File: src/psp_pkg.sv
// Constants, register map and state encoding of the protection stage.
package psp_pkg;

  // ****************************************************************
  // Timing
  // ****************************************************************
  localparam int CLK_PERIOD_NS   = 10;
  localparam int TICK_PERIOD_US  = 1000;
  localparam int TICK_CYCLES_DEF =
    (TICK_PERIOD_US * 1000 + CLK_PERIOD_NS - 1) / CLK_PERIOD_NS;
  // One evaluation takes about 150 cycles of division work
  localparam int MIN_TICK_CYCLES = 256;
  localparam int DIV_W           = 48;

  // ****************************************************************
  // Register map (byte addresses)
  // ****************************************************************
  localparam logic [7:0] ADDR_CTRL     = 8'h00;
  localparam logic [7:0] ADDR_PICKUP   = 8'h04;
  localparam logic [7:0] ADDR_DELAY    = 8'h08;
  localparam logic [7:0] ADDR_TMS      = 8'h0c;
  localparam logic [7:0] ADDR_CONST_A  = 8'h10;
  localparam logic [7:0] ADDR_CONST_B  = 8'h14;
  localparam logic [7:0] ADDR_CONST_C  = 8'h18;
  localparam logic [7:0] ADDR_STATUS   = 8'h1c;
  localparam logic [7:0] ADDR_RATIO    = 8'h20;
  localparam logic [7:0] ADDR_EVT_TIME = 8'h24;
  localparam logic [7:0] ADDR_EVT_MEAS = 8'h28;

  // ****************************************************************
  // Fields and values after reset
  // ****************************************************************
  localparam int CTRL_DIR_BIT  = 0;
  localparam int CTRL_INV_BIT  = 1;
  localparam int CTRL_IEEE_BIT = 2;
  localparam logic [2:0]  CTRL_RST     = 3'h0;
  localparam logic [15:0] PICKUP_RST   = 16'h0100;
  localparam logic [20:0] DELAY_RST    = 21'h0_0000;
  localparam logic [20:0] DELAY_MAX_MS = 21'h1b_7740;
  localparam logic [15:0] TMS_RST      = 16'h0005;
  localparam logic [15:0] TMS_MIN      = 16'h0001;
  localparam logic [15:0] TMS_MAX      = 16'h09c4;
  localparam logic [21:0] CONST_A_RST  = 22'h00_035c;
  localparam logic [21:0] CONST_B_RST  = 22'h00_073a;
  localparam logic [21:0] CONST_C_RST  = 22'h00_00c8;
  localparam logic [21:0] CONST_MAX    = 22'h26_25a0;

  // ****************************************************************
  // Arithmetic constants
  // ****************************************************************
  localparam logic [6:0]  RESET_PCT   = 7'h61;
  localparam logic [6:0]  FULL_PCT    = 7'h64;
  localparam logic [15:0] Q8_ONE      = 16'h0100;
  localparam int          Q8_SHIFT    = 8;
  localparam logic [13:0] CONST_SCALE = 14'h2710;
  localparam logic [9:0]  MS_SCALE    = 10'h3e8;

  typedef enum logic [2:0] {
    ST_IDLE   = 3'b000,
    ST_SAMPLE = 3'b001,
    ST_RATIO  = 3'b011,
    ST_INV    = 3'b010,
    ST_SCALE  = 3'b110,
    ST_EVAL   = 3'b111
  } psp_state_e;

endpackage

File: src/psp_div.sv
// Sequential restoring divider shared by the stage arithmetic.
`timescale 1ns/1ps
module psp_div #(
  parameter int W = 48
) (
  // Clock, reset, enable
  input  wire logic         i_sys_clk,
  input  wire logic         i_srst,
  input  wire logic         i_ce,
  // Request
  input  wire logic         i_start,
  input  wire logic [W-1:0] i_num,
  input  wire logic [W-1:0] i_den,
  // Answer
  output logic              o_done,
  output logic [W-1:0]      o_quot
);

  localparam int CW = $clog2(W + 1);

  initial begin
    if (W < 8) begin
      $error("psp_div: W too small");
    end
  end

  logic [W:0]    rem;
  logic [W-1:0]  quo;
  logic [CW-1:0] cnt;
  logic          busy;

  // Zero divisor yields all ones, read later as an endless delay
  wire [W:0] trial    = {rem[W-1:0], quo[W-1]};
  wire       fits     = trial >= {1'b0, i_den};
  wire [W:0] next_rem = fits ? trial - {1'b0, i_den} : trial;

  assign o_quot = quo;

  always_ff @(posedge i_sys_clk) begin
    if (i_srst) begin
      rem    <= '0;
      quo    <= '0;
      cnt    <= '0;
      busy   <= 1'b0;
      o_done <= 1'b0;
    end else if (i_ce) begin
      o_done <= 1'b0;
      if (i_start) begin
        rem  <= '0;
        quo  <= i_num;
        cnt  <= CW'(W);
        busy <= 1'b1;
      end else if (busy) begin
        rem <= next_rem;
        quo <= {quo[W-2:0], fits};
        cnt <= cnt - 1'b1;
        if (cnt == CW'(1)) begin
          busy   <= 1'b0;
          o_done <= 1'b1;
        end
      end
    end
  end

endmodule // psp_div

File: src/psp_stage.sv
// Protection stage: pick-up, blocking, trip timing and AHB-Lite registers.
//
// Added by the designer: the placing of the registers and the AHB-Lite register port.
`timescale 1ns/1ps

// Summary of operation
// - Pick-up level is maximum or minimum allowed
// - Ratio of setting and measurement every tick
// - Release at 97 percent of pick-up setting (over); under mode releases at 100/97 of it
// - Sample blocking input at cycle start
// - Unblocked pick-up asserts start, starts timing
// - Stage_inhibited_flag pick-up asserts inhibited flag only
// - Blocking clears start, timer resets as release
// - Blocking emits stamped event with values, type
// - Instant operation trips with start
// - Fixed delay trips after set delay
// - Inverse delay from ratio and curve constants
// - Fixed delay floors inverse time; zero disables
// - Delay range accepted; zero means instant in fixed mode
// - Selector picks inverse or fixed delay
// - Series selector IEC or IEEE, inverse only
// - Multiplier in 0.01 s steps, default 0.05
// - IEEE delay k*(A/(r^C-1)+B), C 0.0200
module psp_stage
  import psp_pkg::*;
#(
  parameter int TICK_CYCLES = TICK_CYCLES_DEF,
  parameter int MEAS_W      = 16
) (
  // Clock, reset, enable
  input  wire logic              i_sys_clk,
  input  wire logic              i_srst,
  input  wire logic              i_ce,
  // AHB-Lite slave
  input  wire logic              i_hsel,
  input  wire logic [31:0]       i_haddr,
  input  wire logic [1:0]        i_htrans,
  input  wire logic              i_hwrite,
  input  wire logic [2:0]        i_hsize,
  input  wire logic [31:0]       i_hwdata,
  input  wire logic              i_hready,
  output logic      [31:0]       o_hrdata,
  output logic                   o_hreadyout,
  output logic                   o_hresp,
  // Measurement and blocking
  input  wire logic [MEAS_W-1:0] i_meas,
  input  wire logic              i_block_pin,
  // Stage outputs
  output logic                   o_start,
  output logic                   o_trip,
  output logic                   o_stage_inhibited_flag,
  // Blocking event
  output logic                   o_evt_valid,
  output logic      [31:0]       o_evt_time,
  output logic      [MEAS_W-1:0] o_evt_meas,
  output logic                   o_evt_fault
);

  localparam int TCW = $clog2(TICK_CYCLES + 1);

  initial begin
    if (TICK_CYCLES < MIN_TICK_CYCLES) begin
      $error("psp_stage: TICK_CYCLES too small for one evaluation");
    end
    if (MEAS_W < 8 || MEAS_W > 16) begin
      $error("psp_stage: MEAS_W must be 8 to 16");
    end
  end

  // ****************************************************************
  // Helpers
  // ****************************************************************
  function automatic logic [15:0] sat16(input logic [DIV_W-1:0] v);
    sat16 = (v > DIV_W'(16'hffff)) ? 16'hffff : v[15:0];
  endfunction

  function automatic logic [31:0] sat32(input logic [63:0] v);
    sat32 = (v > 64'h0000_0000_ffff_ffff) ? 32'hffff_ffff : v[31:0];
  endfunction

  function automatic logic [DIV_W-1:0] sat48(input logic [63:0] v);
    sat48 = (v > 64'(DIV_W'('1))) ? DIV_W'('1) : v[DIV_W-1:0];
  endfunction

  function automatic logic [21:0] clamp_const(input logic [31:0] v);
    clamp_const = (v > 32'(CONST_MAX)) ? CONST_MAX : v[21:0];
  endfunction

  // ****************************************************************
  // Registers
  // ****************************************************************
  logic [2:0]        ctrl;
  logic [15:0]       pickup;
  logic [20:0]       delay;
  logic [15:0]       tms;
  logic [21:0]       const_a;
  logic [21:0]       const_b;
  logic [21:0]       const_c;
  logic [15:0]       ratio;
  logic              wr_pend;
  logic [7:0]        wr_addr;

  logic              pu;
  logic              start;
  logic              trip;
  logic              inhibited;
  logic [31:0]       elapsed;
  logic [31:0]       inv_ticks;
  logic [31:0]       stamp;
  logic [MEAS_W-1:0] meas_s;
  logic              blk_s;
  logic              blk_meta;
  logic              blk_sync;
  logic [TCW-1:0]    tick_cnt;
  psp_state_e        state;

  logic              div_start;
  logic [DIV_W-1:0]  div_num;
  logic [DIV_W-1:0]  div_den;
  logic              div_done;
  logic [DIV_W-1:0]  div_quot;

  // ****************************************************************
  // Bus decode
  // ****************************************************************
  wire addr_ok = i_hsel & i_htrans[1] & i_hready;
  wire [7:0]  ra = i_haddr[7:0];
  wire [31:0] status_word = {28'h000_0000, inhibited, trip, start, pu};
  wire [31:0] rd_word =
    (ra == ADDR_CTRL)     ? {29'h0000_0000, ctrl}        :
    (ra == ADDR_PICKUP)   ? {16'h0000, pickup}           :
    (ra == ADDR_DELAY)    ? {11'h000, delay}             :
    (ra == ADDR_TMS)      ? {16'h0000, tms}              :
    (ra == ADDR_CONST_A)  ? {10'h000, const_a}           :
    (ra == ADDR_CONST_B)  ? {10'h000, const_b}           :
    (ra == ADDR_CONST_C)  ? {10'h000, const_c}           :
    (ra == ADDR_STATUS)   ? status_word                  :
    (ra == ADDR_RATIO)    ? {16'h0000, ratio}            :
    (ra == ADDR_EVT_TIME) ? o_evt_time                   :
    (ra == ADDR_EVT_MEAS) ? 32'(o_evt_meas)              :
    32'h0000_0000;

  always_ff @(posedge i_sys_clk) begin
    if (i_srst) begin
      o_hrdata    <= 32'h0000_0000;
      o_hreadyout <= 1'b1;
      o_hresp     <= 1'b0;
      wr_pend     <= 1'b0;
      wr_addr     <= 8'h00;
    end else if (i_ce) begin
      wr_pend <= addr_ok & i_hwrite;
      wr_addr <= ra;
      if (addr_ok & ~i_hwrite) begin
        o_hrdata <= rd_word;
      end
    end
  end

  always_ff @(posedge i_sys_clk) begin
    if (i_srst) begin
      ctrl    <= CTRL_RST;
      pickup  <= PICKUP_RST;
      delay   <= DELAY_RST;
      tms     <= TMS_RST;
      const_a <= CONST_A_RST;
      const_b <= CONST_B_RST;
      const_c <= CONST_C_RST;
    end else if (i_ce && wr_pend) begin
      case (wr_addr)
        ADDR_CTRL:    ctrl   <= i_hwdata[2:0];
        ADDR_PICKUP:  pickup <= i_hwdata[15:0];
        ADDR_DELAY: begin
          delay <= (i_hwdata > 32'(DELAY_MAX_MS)) ? DELAY_MAX_MS
                                                  : i_hwdata[20:0];
        end
        ADDR_TMS: begin
          tms <= (i_hwdata > 32'(TMS_MAX)) ? TMS_MAX :
                 (i_hwdata < 32'(TMS_MIN)) ? TMS_MIN : i_hwdata[15:0];
        end
        ADDR_CONST_A: const_a <= clamp_const(i_hwdata);
        ADDR_CONST_B: const_b <= clamp_const(i_hwdata);
        ADDR_CONST_C: const_c <= clamp_const(i_hwdata);
        default:      ctrl    <= ctrl;
      endcase
    end
  end

  // ****************************************************************
  // Evaluation tick and blocking synchroniser
  // ****************************************************************
  wire tick_hit = tick_cnt == TCW'(TICK_CYCLES - 1);

  always_ff @(posedge i_sys_clk) begin
    if (i_srst) begin
      tick_cnt <= '0;
      stamp    <= 32'h0000_0000;
      blk_meta <= 1'b0;
      blk_sync <= 1'b0;
    end else if (i_ce) begin
      tick_cnt <= tick_hit ? '0 : tick_cnt + 1'b1;
      stamp    <= tick_hit ? stamp + 32'h0000_0001 : stamp;
      blk_meta <= i_block_pin;
      blk_sync <= blk_meta;
    end
  end

  // ****************************************************************
  // Arithmetic datapath
  // ****************************************************************
  wire over   = ~ctrl[CTRL_DIR_BIT];
  wire inv_on = ctrl[CTRL_INV_BIT];
  wire ieee   = ctrl[CTRL_IEEE_BIT];

  // Ratio in Q8, oriented so that a fault is always above one
  wire [DIV_W-1:0] ratio_num = over ? (DIV_W'(i_meas) << Q8_SHIFT)
                                    : (DIV_W'(pickup) << Q8_SHIFT);
  wire [DIV_W-1:0] ratio_den = over ? DIV_W'(pickup) : DIV_W'(i_meas);
  wire [15:0]      ratio_q   = sat16(div_quot);
  wire [15:0]      excess    = (ratio_q > Q8_ONE) ? ratio_q - Q8_ONE
                                                  : 16'h0000;
  // r^C - 1 taken as C*(r-1): fair near pick-up, pessimistic far above
  wire [DIV_W-1:0] inv_num = ieee
    ? DIV_W'(const_a) * DIV_W'(Q8_ONE) * DIV_W'(CONST_SCALE)
    : DIV_W'(const_a) * DIV_W'(Q8_ONE);
  wire [DIV_W-1:0] inv_den = ieee ? DIV_W'(excess) * DIV_W'(const_c)
                                  : DIV_W'(excess);
  wire [DIV_W:0]   sum_b   = {1'b0, div_quot} + (DIV_W+1)'(const_b);
  wire [DIV_W-1:0] inv_sum = ieee ? sat48(64'(sum_b))
                                  : div_quot;
  wire [DIV_W-1:0] scale_num = sat48(64'(inv_sum) * 64'(tms));

  // ****************************************************************
  // Pick-up, blocking and trip decision
  // ****************************************************************
  wire [23:0] meas_full  = 24'(meas_s) * 24'(FULL_PCT);
  wire [23:0] meas_rst   = 24'(meas_s) * 24'(RESET_PCT);
  wire [23:0] set_full   = 24'(pickup) * 24'(FULL_PCT);
  wire [23:0] set_rst    = 24'(pickup) * 24'(RESET_PCT);
  wire [15:0] meas_w     = 16'(meas_s);
  wire next_pu = over
    ? (pu ? meas_full >= set_rst : meas_w > pickup)
    : (pu ? meas_rst <= set_full : meas_w < pickup);
  wire next_inhibited = next_pu & blk_s;
  wire active         = next_pu & ~blk_s;
  wire [31:0] next_elapsed = (active & start)
    ? sat32(64'(elapsed) + 64'h1) : 32'h0000_0000;
  wire [31:0] floor_ticks = 32'(delay);
  wire [31:0] target = inv_on
    ? ((inv_ticks > floor_ticks) ? inv_ticks : floor_ticks)
    : floor_ticks;
  // Hold trip once reached; drops with start
  wire next_trip = active & (trip | (next_elapsed >= target));

  // ****************************************************************
  // Sequencer, one pass per tick
  // ****************************************************************
  always_ff @(posedge i_sys_clk) begin
    if (i_srst) begin
      state       <= ST_IDLE;
      div_start   <= 1'b0;
      div_num     <= '0;
      div_den     <= '0;
      ratio       <= 16'h0000;
      inv_ticks   <= 32'hffff_ffff;
      meas_s      <= '0;
      blk_s       <= 1'b0;
      pu          <= 1'b0;
      start       <= 1'b0;
      trip        <= 1'b0;
      inhibited   <= 1'b0;
      elapsed     <= 32'h0000_0000;
      o_evt_valid <= 1'b0;
      o_evt_time  <= 32'h0000_0000;
      o_evt_meas  <= '0;
      o_evt_fault <= 1'b0;
    end else if (i_ce) begin
      div_start   <= 1'b0;
      o_evt_valid <= 1'b0;
      case (state)
        ST_IDLE: begin
          if (tick_hit) begin
            state <= ST_SAMPLE;
          end
        end
        ST_SAMPLE: begin
          blk_s     <= blk_sync;
          meas_s    <= i_meas;
          div_num   <= ratio_num;
          div_den   <= ratio_den;
          div_start <= 1'b1;
          state     <= ST_RATIO;
        end
        ST_RATIO: begin
          if (div_done) begin
            ratio     <= ratio_q;
            div_num   <= inv_num;
            div_den   <= inv_den;
            div_start <= 1'b1;
            state     <= ST_INV;
          end
        end
        ST_INV: begin
          if (div_done) begin
            div_num   <= scale_num;
            div_den   <= DIV_W'(MS_SCALE);
            div_start <= 1'b1;
            state     <= ST_SCALE;
          end
        end
        ST_SCALE: begin
          if (div_done) begin
            inv_ticks <= sat32(64'(div_quot));
            state     <= ST_EVAL;
          end
        end
        ST_EVAL: begin
          pu        <= next_pu;
          start     <= active;
          trip      <= next_trip;
          inhibited <= next_inhibited;
          elapsed   <= next_elapsed;
          if (next_inhibited & ~inhibited) begin
            o_evt_valid <= 1'b1;
            o_evt_time  <= stamp;
            o_evt_meas  <= meas_s;
            o_evt_fault <= ~over;
          end
          state <= ST_IDLE;
        end
        default: state <= ST_IDLE;
      endcase
    end
  end

  assign o_start                = start;
  assign o_trip                 = trip;
  assign o_stage_inhibited_flag = inhibited;

  // ****************************************************************
  // Divider
  // ****************************************************************
  psp_div #(
    .W (DIV_W)
  ) u_div (
    .i_sys_clk (i_sys_clk),
    .i_srst    (i_srst),
    .i_ce      (i_ce),
    .i_start   (div_start),
    .i_num     (div_num),
    .i_den     (div_den),
    .o_done    (div_done),
    .o_quot    (div_quot)
  );

endmodule // psp_stage

File: config.mk
export PLATFORM = sky130hd
export DESIGN_NAME = psp_stage
export DESIGN_NICKNAME = d
export VERILOG_FILES = /design/src/psp_pkg.sv /design/src/psp_div.sv /design/src/psp_stage.sv
export SDC_FILE = /design/constraint.sdc
export NUM_CORES = 2
export LEC_CHECK = 0
export BUFFER_PORTS_ARGS = -buffer_cell sky130_fd_sc_hd__buf_2
export CELL_PAD_IN_SITES_DETAIL_PLACEMENT = 1
export CELL_PAD_IN_SITES_GLOBAL_PLACEMENT = 2
export CORE_MARGIN = 4
export CORE_UTILIZATION = 43
export CTS_CLUSTER_DIAMETER = 60
export DETAILED_ROUTE_END_ITERATION = 7
export GPL_TIMING_DRIVEN = 0
export PLACE_DENSITY = 0.93
export RECOVER_POWER = 50
export SYNTH_ARGS = -nofsm -noshare
export SYNTH_HDL_FRONTEND = slang
export SYNTH_SLANG_ARGS = --single-unit
File: constraint.sdc
create_clock -name i_sys_clk -period 19.4 [get_ports i_sys_clk]
set_input_delay 0.97 -clock i_sys_clk [delete_from_list [all_inputs] [get_ports i_sys_clk]]
set_output_delay 0.97 -clock i_sys_clk [all_outputs]
set_load 0.02 [all_outputs]
* Word level (Yosys, flattened, before mapping)
Cells that the tools add are included.
Storage, ports and cells: bits in registers 569, memory bits (writable) 0, word-level logic and storage cells 192, memory bits (read-only) 0, output and inout bits 87, input bits 92, memories kept 0, latch bits 0
Cells by class: eq/ne operators 27, shift-type cells 0, magnitude comparators 17, mux-type cells 61, add/subtract/negate cells 7, $mul 7, div/mod/pow operators 0, reduce and logical (&&, ||, !) cells 24, bitwise logic cells 13
Operators with widths (number):
- $mux W48 | 12
- $mux W32 | 15
- $pmux W48 S3 | 2
- $mux W16 | 6
- $gt A64 B48 Y1 const B | 1
- $mul A48 B16 Y64 | 1
- $eq A8 B5 Y1 const B | 7
- $add A48 B22 Y49 | 1
- $ge A49 B48 Y1 | 1
- $gt A49 B48 Y1 const B | 1
- $gt A48 B16 Y1 const B | 1
- $gt A48 B32 Y1 const B | 1
- $sub A48 B48 Y48 | 1
- $mul A16 B7 Y23 const B | 2
- $mux W44 | 1
- $mul A16 B5 Y21 const B | 2
- $mul A16 B22 Y38 | 1
- $mux W38 | 1
- $add A32 B1 Y33 const B | 1
- $gt A33 B32 Y1 const B | 1
- $add A32 B1 Y32 const B | 1
- $eq A8 B4 Y1 const B | 4
- $ge A32 B32 Y1 | 1
- $gt A32 B12 Y1 const B | 1
- other kinds (44) | 90

* Longest topological paths before layout
depth in word-level cells 12, gate-level depth with buffers 41, gate-level depth less buffers 38

* By module
From an unflattened synthesis, not the netlist that was laid out.
Unflattened totals: cells, all modules 9439, area total of the unflattened synthesis 77493.1 µm²
By module, submodules not included:
- psp_stage | seq. area each 9108.7 µm², instances 1, cells an instance 8484, area an instance 69990.9 µm²
- psp_div | seq. area each 2082.0 µm², instances 1, cells an instance 955, area an instance 7502.2 µm²

* Least setup slack after synthesis
No wires, ideal clock.
kind register to register, start point register u_div.quo[0], in the netlist u_div.o_quot[0], end point register div_num[30], data arrival time 9.948 ns, setup slack 9.322 ns, setup time 0.130 ns, cell stages (with the launch flop) 41, cells stage by stage dfxtp_1 -> ha_1 -> inv_1 -> fa_1 -> nor2b_1 -> o21a_1 -> o21ai_1 -> a21o_1 -> a2111oi_0 -> o21bai_1 -> a21boi_1 -> and3_1 -> nand3_1 -> mux2_2 -> clkbuf_1 -> nand2_1 -> fa_1 -> inv_1 -> [5 not listed] -> fa_1 -> inv_1 -> fa_1 -> inv_1 -> ha_1 -> buf_2 -> nand2_1 -> or4_1 -> nor2_2 -> or4b_1 -> o32a_1 -> a32o_1 -> a21oi_1 -> nand4_1 -> or4_4 -> nor2_8 -> buf_4 -> o21ai_1
On the way: cells in the longest elaborated chain, start to end 9
RTL lines:
- start, declared | line psp_div.sv:28 | logic [W-1:0] quo;
- start signal, assigned | line psp_div.sv:50 | quo <= i_num;
- start signal, assigned | line psp_div.sv:55 | quo <= {quo[W-2:0], fits};
- $add A48 B22 Y49 | line psp_stage.sv:227 | wire [DIV_W:0] sum_b = {1'b0, div_quot} + (DIV_W+1)'(const_b);
- $gt A49 B48 Y1 | line psp_stage.sv:82 | sat48 = (v > 64'(DIV_W'('1))) ? DIV_W'('1) : v[DIV_W-1:0];
- $mux W48 | line psp_stage.sv:82
- $mux W48 (*) | line psp_stage.sv:228 | wire [DIV_W-1:0] inv_sum = ieee ? sat48(64'(sum_b))
- $mul A48 B16 Y64 (*) | line psp_stage.sv:230 | wire [DIV_W-1:0] scale_num = sat48(64'(inv_sum) * 64'(tms));
- $gt A64 B48 Y1 | line psp_stage.sv:82
- $mux W48 (*) | line psp_stage.sv:82
- $mux W48 (*) | line psp_stage.sv:303 | if (div_done) begin
- $pmux W48 S3 (*) | line psp_stage.sv:279 | case (state)
- end signal, assigned | line psp_stage.sv:288 | div_num <= ratio_num;
- end signal, assigned | line psp_stage.sv:296 | div_num <= inv_num;
- end signal, assigned | line psp_stage.sv:304 | div_num <= scale_num;
- end, declared | line psp_stage.sv:118 | logic [DIV_W-1:0] div_num;
Mark *: on every way between the ends. The rest lies on a longest branch, timed or not. The select of a mux whose other input is x is not followed. A chain may end at the register's enable or synchronous reset.

* Worst setup path after layout
start point register const_b[8], end point register div_num[29]
On the way: cells in the longest elaborated chain, start to end 9
RTL lines:
- start, declared | line psp_stage.sv:97 | logic [21:0] const_b;
- start signal, assigned | line psp_stage.sv:181 | ADDR_CONST_B: const_b <= clamp_const(i_hwdata);
- $add A48 B22 Y49 (*) | line psp_stage.sv:227
- $gt A49 B48 Y1 | line psp_stage.sv:82
- $mux W48 (*) | line psp_stage.sv:82
- $mux W48 (*) | line psp_stage.sv:228
- $mul A48 B16 Y64 (*) | line psp_stage.sv:230
- $gt A64 B48 Y1 | line psp_stage.sv:82
- $mux W48 (*) | line psp_stage.sv:82
- $mux W48 (*) | line psp_stage.sv:303
- $pmux W48 S3 (*) | line psp_stage.sv:279
Marks and branches as above.

==> results_dict.tcl <==
set metrics [dict create \
    cp-end-kind "register" \
    cp.arrival_ns 14.46 \
    rows 154 \
    synth-seq-area-share_pct 14.62 \
    pre_cts_ws_ns 6.166 \
    multiInputGateArea_um2 57730 \
    rr_startpoint "const_b[8]$_SDFFE_PP1P_" \
    grt_pass1_vias 74580 \
    hold_path_depth 2 \
    dp_cells 11890 \
    cts_tree "yes" \
    drv_slew 48 \
    p_total_mw 2.637 \
    crit_start "const_b[8]$_SDFFE_PP1P_" \
    wl_um 325500 \
    stdcell_count 12020 \
    grt_pass1_wl_um 484600 \
    cp_top_family "compound AO/OA/AOI/OAI gates" \
    synth_edf_count 0 \
    hold_buffers 0 \
    netlist_top_cells_area "fa_1 27%, dfxtp_1 15%, ha_1 11%" \
    overflow 0 \
    worstHoldEndpoint "o_hrdata[24]$_SDFFE_PP0P_" \
    dpl.hpwl_um 272000 \
    io_pins 179 \
    grt_max_degree 15 \
    coreArea_um2 176500 \
    timing.max_slew.rel_slack_pct -12.11 \
    yosys_warnings 0 \
    finalHoldViolations 0 \
    violations "max-capacitance violations, max-slew violations" \
    path_clk_slew_ns 0.06 \
    synth-xor-area-share_pct 3.307 \
    numCtsBuffers 69 \
    drive_above_1_share_pct 2.377 \
    synthMuxAreaShare_pct 2.998 \
    clkSinkCount 559 \
    initial_core_util_pct 43.37 \
    synth_fp_nets 11210 \
    drtAntennaViolNets 0 \
    start_kind "register" \
    skew_ns 0.05119 \
    synth_area_um2 76540 \
    clockBufferDepth 3 \
    antenna_found_initial 23 \
    synthAdderAreaFrac_pct 37.83 \
    nets 11420 \
    period_share_pct 71.85 \
    die_w_um 429.9 \
    wire_per_inst_um 27.07 \
    cp.required_ns 19.92 \
    critPathBufInv 6 \
    via_per_inst 5.904 \
    synthDominantCellAreaShare_pct 26.60 \
    synth_top_area_cell "fa_1" \
    critical_path_class "reg2reg" \
    setup_ws_ns 5.462 \
    synthSimpleGateAreaFrac_pct 17.72 \
    grt_usage_pct 34.79 \
    max-vdd-ir-drop_mv 0.05519 \
    fin_util_pct 46.73 \
    seq_area_um2 11190 \
    synth-async-reset-ratio_pct 0 \
    globalplace.congestion 1.036 \
    rsz0062_at_grt "false" \
    tightest_slew_ns 1.669 \
    crit_top_cell "fa_1" \
    root_buffer "clkbuf_16" \
    fin_tns_setup_ns 0 \
    drt_iter0_markers 6314 \
    drv_cap 7 \
    path_max_fanout 10 \
    nFillCells 21600 \
    synth_ff_type "dfxtp_1" \
    area_growth_pct 7.748 \
    htreeDepth 3 \
    synthDistinctLibCells 89 \
    critPathSlowestCell "a41oi_1" \
    r2r_cells 34 \
    dieArea_um2 184800 \
    p_leak_nw 37.88 \
    synth_top_family_by_area "adder cells" \
    hold_path_class "reg2reg" \
    portBuffers 141 \
    clkLatencyLatePin_ns 0.69 \
    power_density_nw_per_um2 31.98 \
    crit_path_max_incr_delay_ns 0.90 \
    fin_crit_ns 13.94 \
    outcome "finished, violations left" \
    vias 70990 \
    regToRegEndpoint "div_num[29]$_SDFFE_PP0P_" \
    rrSetupSlack_ns 5.46 \
    synth-compound-area-share_pct 13.54 \
    ys_ff_latch 559 \
    syn_inst 9411 \
    firstDrtPassIters 7 \
    setup_violations 0 \
    cts_resized 0 \
    die-height_um 429.9 \
    avgSynthCellArea_um2 8.133 \
    fmax_mhz 71.74 \
    post_cts_buffers 0 \
    hp-start "o_hrdata[24]$_SDFFE_PP0P_" \
    drc 0 \
]
[sequential cells by signal (all words and copies together), names as in the netlist, 32 cells and up]
register and flops:
u_div.o_quot 48, o_evt_time 32, div_num 48, div_den 38, stamp 32, o_hrdata 32, u_div.rem 48, elapsed 32
inv_ticks 32
[report_power, final]
group / switching (mW) / total (mW) / leakage, nW / internal [mW]
clock: 0.587 / 1.38 / 1.12 / 0.795
combinational: 0.0816 / 0.104 / 32.3 / 0.0223
sequential: 0.00225 / 1.15 / 4.50 / 1.15
[worst max path at each step]
| stage | to | cells past startpoint |
|---|---|---|
| 4_1_cts | div_num[36]$_SDFFE_PP0P_ | 36 |
| 5_1_grt | div_num[30]$_SDFFE_PP0P_ | 38 |
| 3_5_place_dp | div_num[25]$_SDFFE_PP0P_ | 36 |
| 3_3_place_gp | div_num[27]$_SDFFE_PP0P_ | 35 |
| 6_report | div_num[29]$_SDFFE_PP0P_ | 34 |
| 2_1_floorplan | div_num[30]$_SDFFE_PP0P_ | 40 |
[cells by family (layout without fill, tap and decap cells)]
group	Yosys count	after routing
flip-flops	559	559
XOR/XNOR	289	289
AND/OR/NAND/NOR	2965	2965
AO/OA/AOI/OAI	1640	1640
buffers and inverters	2025	2290
adder cells (fa/ha/maj)	1704	1704
multiplexers	227	227
other	2	9
[layer usage]
layer | vias up | wire (um) | GRT usage, % | share of wire, %
li1 | 30900 | - | - | -
met1 | 36470 | 135400 | 46.49 | 42
met2 | 2828 | 143900 | 54.30 | 44
met3 | 783 | 27470 | 6.715 | 8.4
met4 | 10 | 18620 | 16.57 | 5.7
met5 | - | 58 | 0 | 0.018
[tightest hold or removal path, cell delays in order, from the launching register on]
cell     delay (ns)
dfxtp_1        0.31
nand2_1        0.05
a21oi_1        0.05
[cells in the final DEF, fill, tap and decap left out, types with 284 or more instances in the layout]
cell type	netlist	final
and2_1	383	380
nor2_1	714	714
nand2_1	1205	1205
fa_1	1017	1017
ha_1	687	687
clkbuf_1	470	574
o21ai_0	283	284
dfxtp_1	559	559
a21oi_1	528	528
inv_1	1506	1506
[per-stage QoR]
stage / cell area (um2) / hold slack (ns)
floorplan: 76540 / 0.4263
global placement: 80180 / 0.4353
detailed placement: 80200 / 0.4446
CTS: 82560 / 0.4523
global route: 82460 / 0.4746
finish: 82470 / 0.4559
[layout make-up]
cell class              count  area share (%)
well taps                2340           3.550
repair buffers            145          0.7525
clock inverters            29          0.4961
multi-input cells        6827           70.00
diodes                      7         0.02124
flip-flops and latches    559           13.57
inverters                1506           6.854
plain buffers             519           2.405
clock buffers              91           2.356
[cell usage after synthesis (all sizes together), types with 87 or more instances]
| library cell | count |
|---|---|
| nand3 | 112 |
| nor2 | 716 |
| inv | 1506 |
| xnor2 | 161 |
| nand4 | 87 |
| clkbuf | 472 |
| a21oi | 528 |
| nand2 | 1205 |
| xor2 | 128 |
| a211oi | 142 |
| o21ai | 349 |
| mux2i | 209 |
| a21o | 105 |
| dfxtp | 559 |
| ha | 687 |
| nor3 | 145 |
| and2 | 383 |
| fa | 1017 |
(Power assumes the default switching activity.)
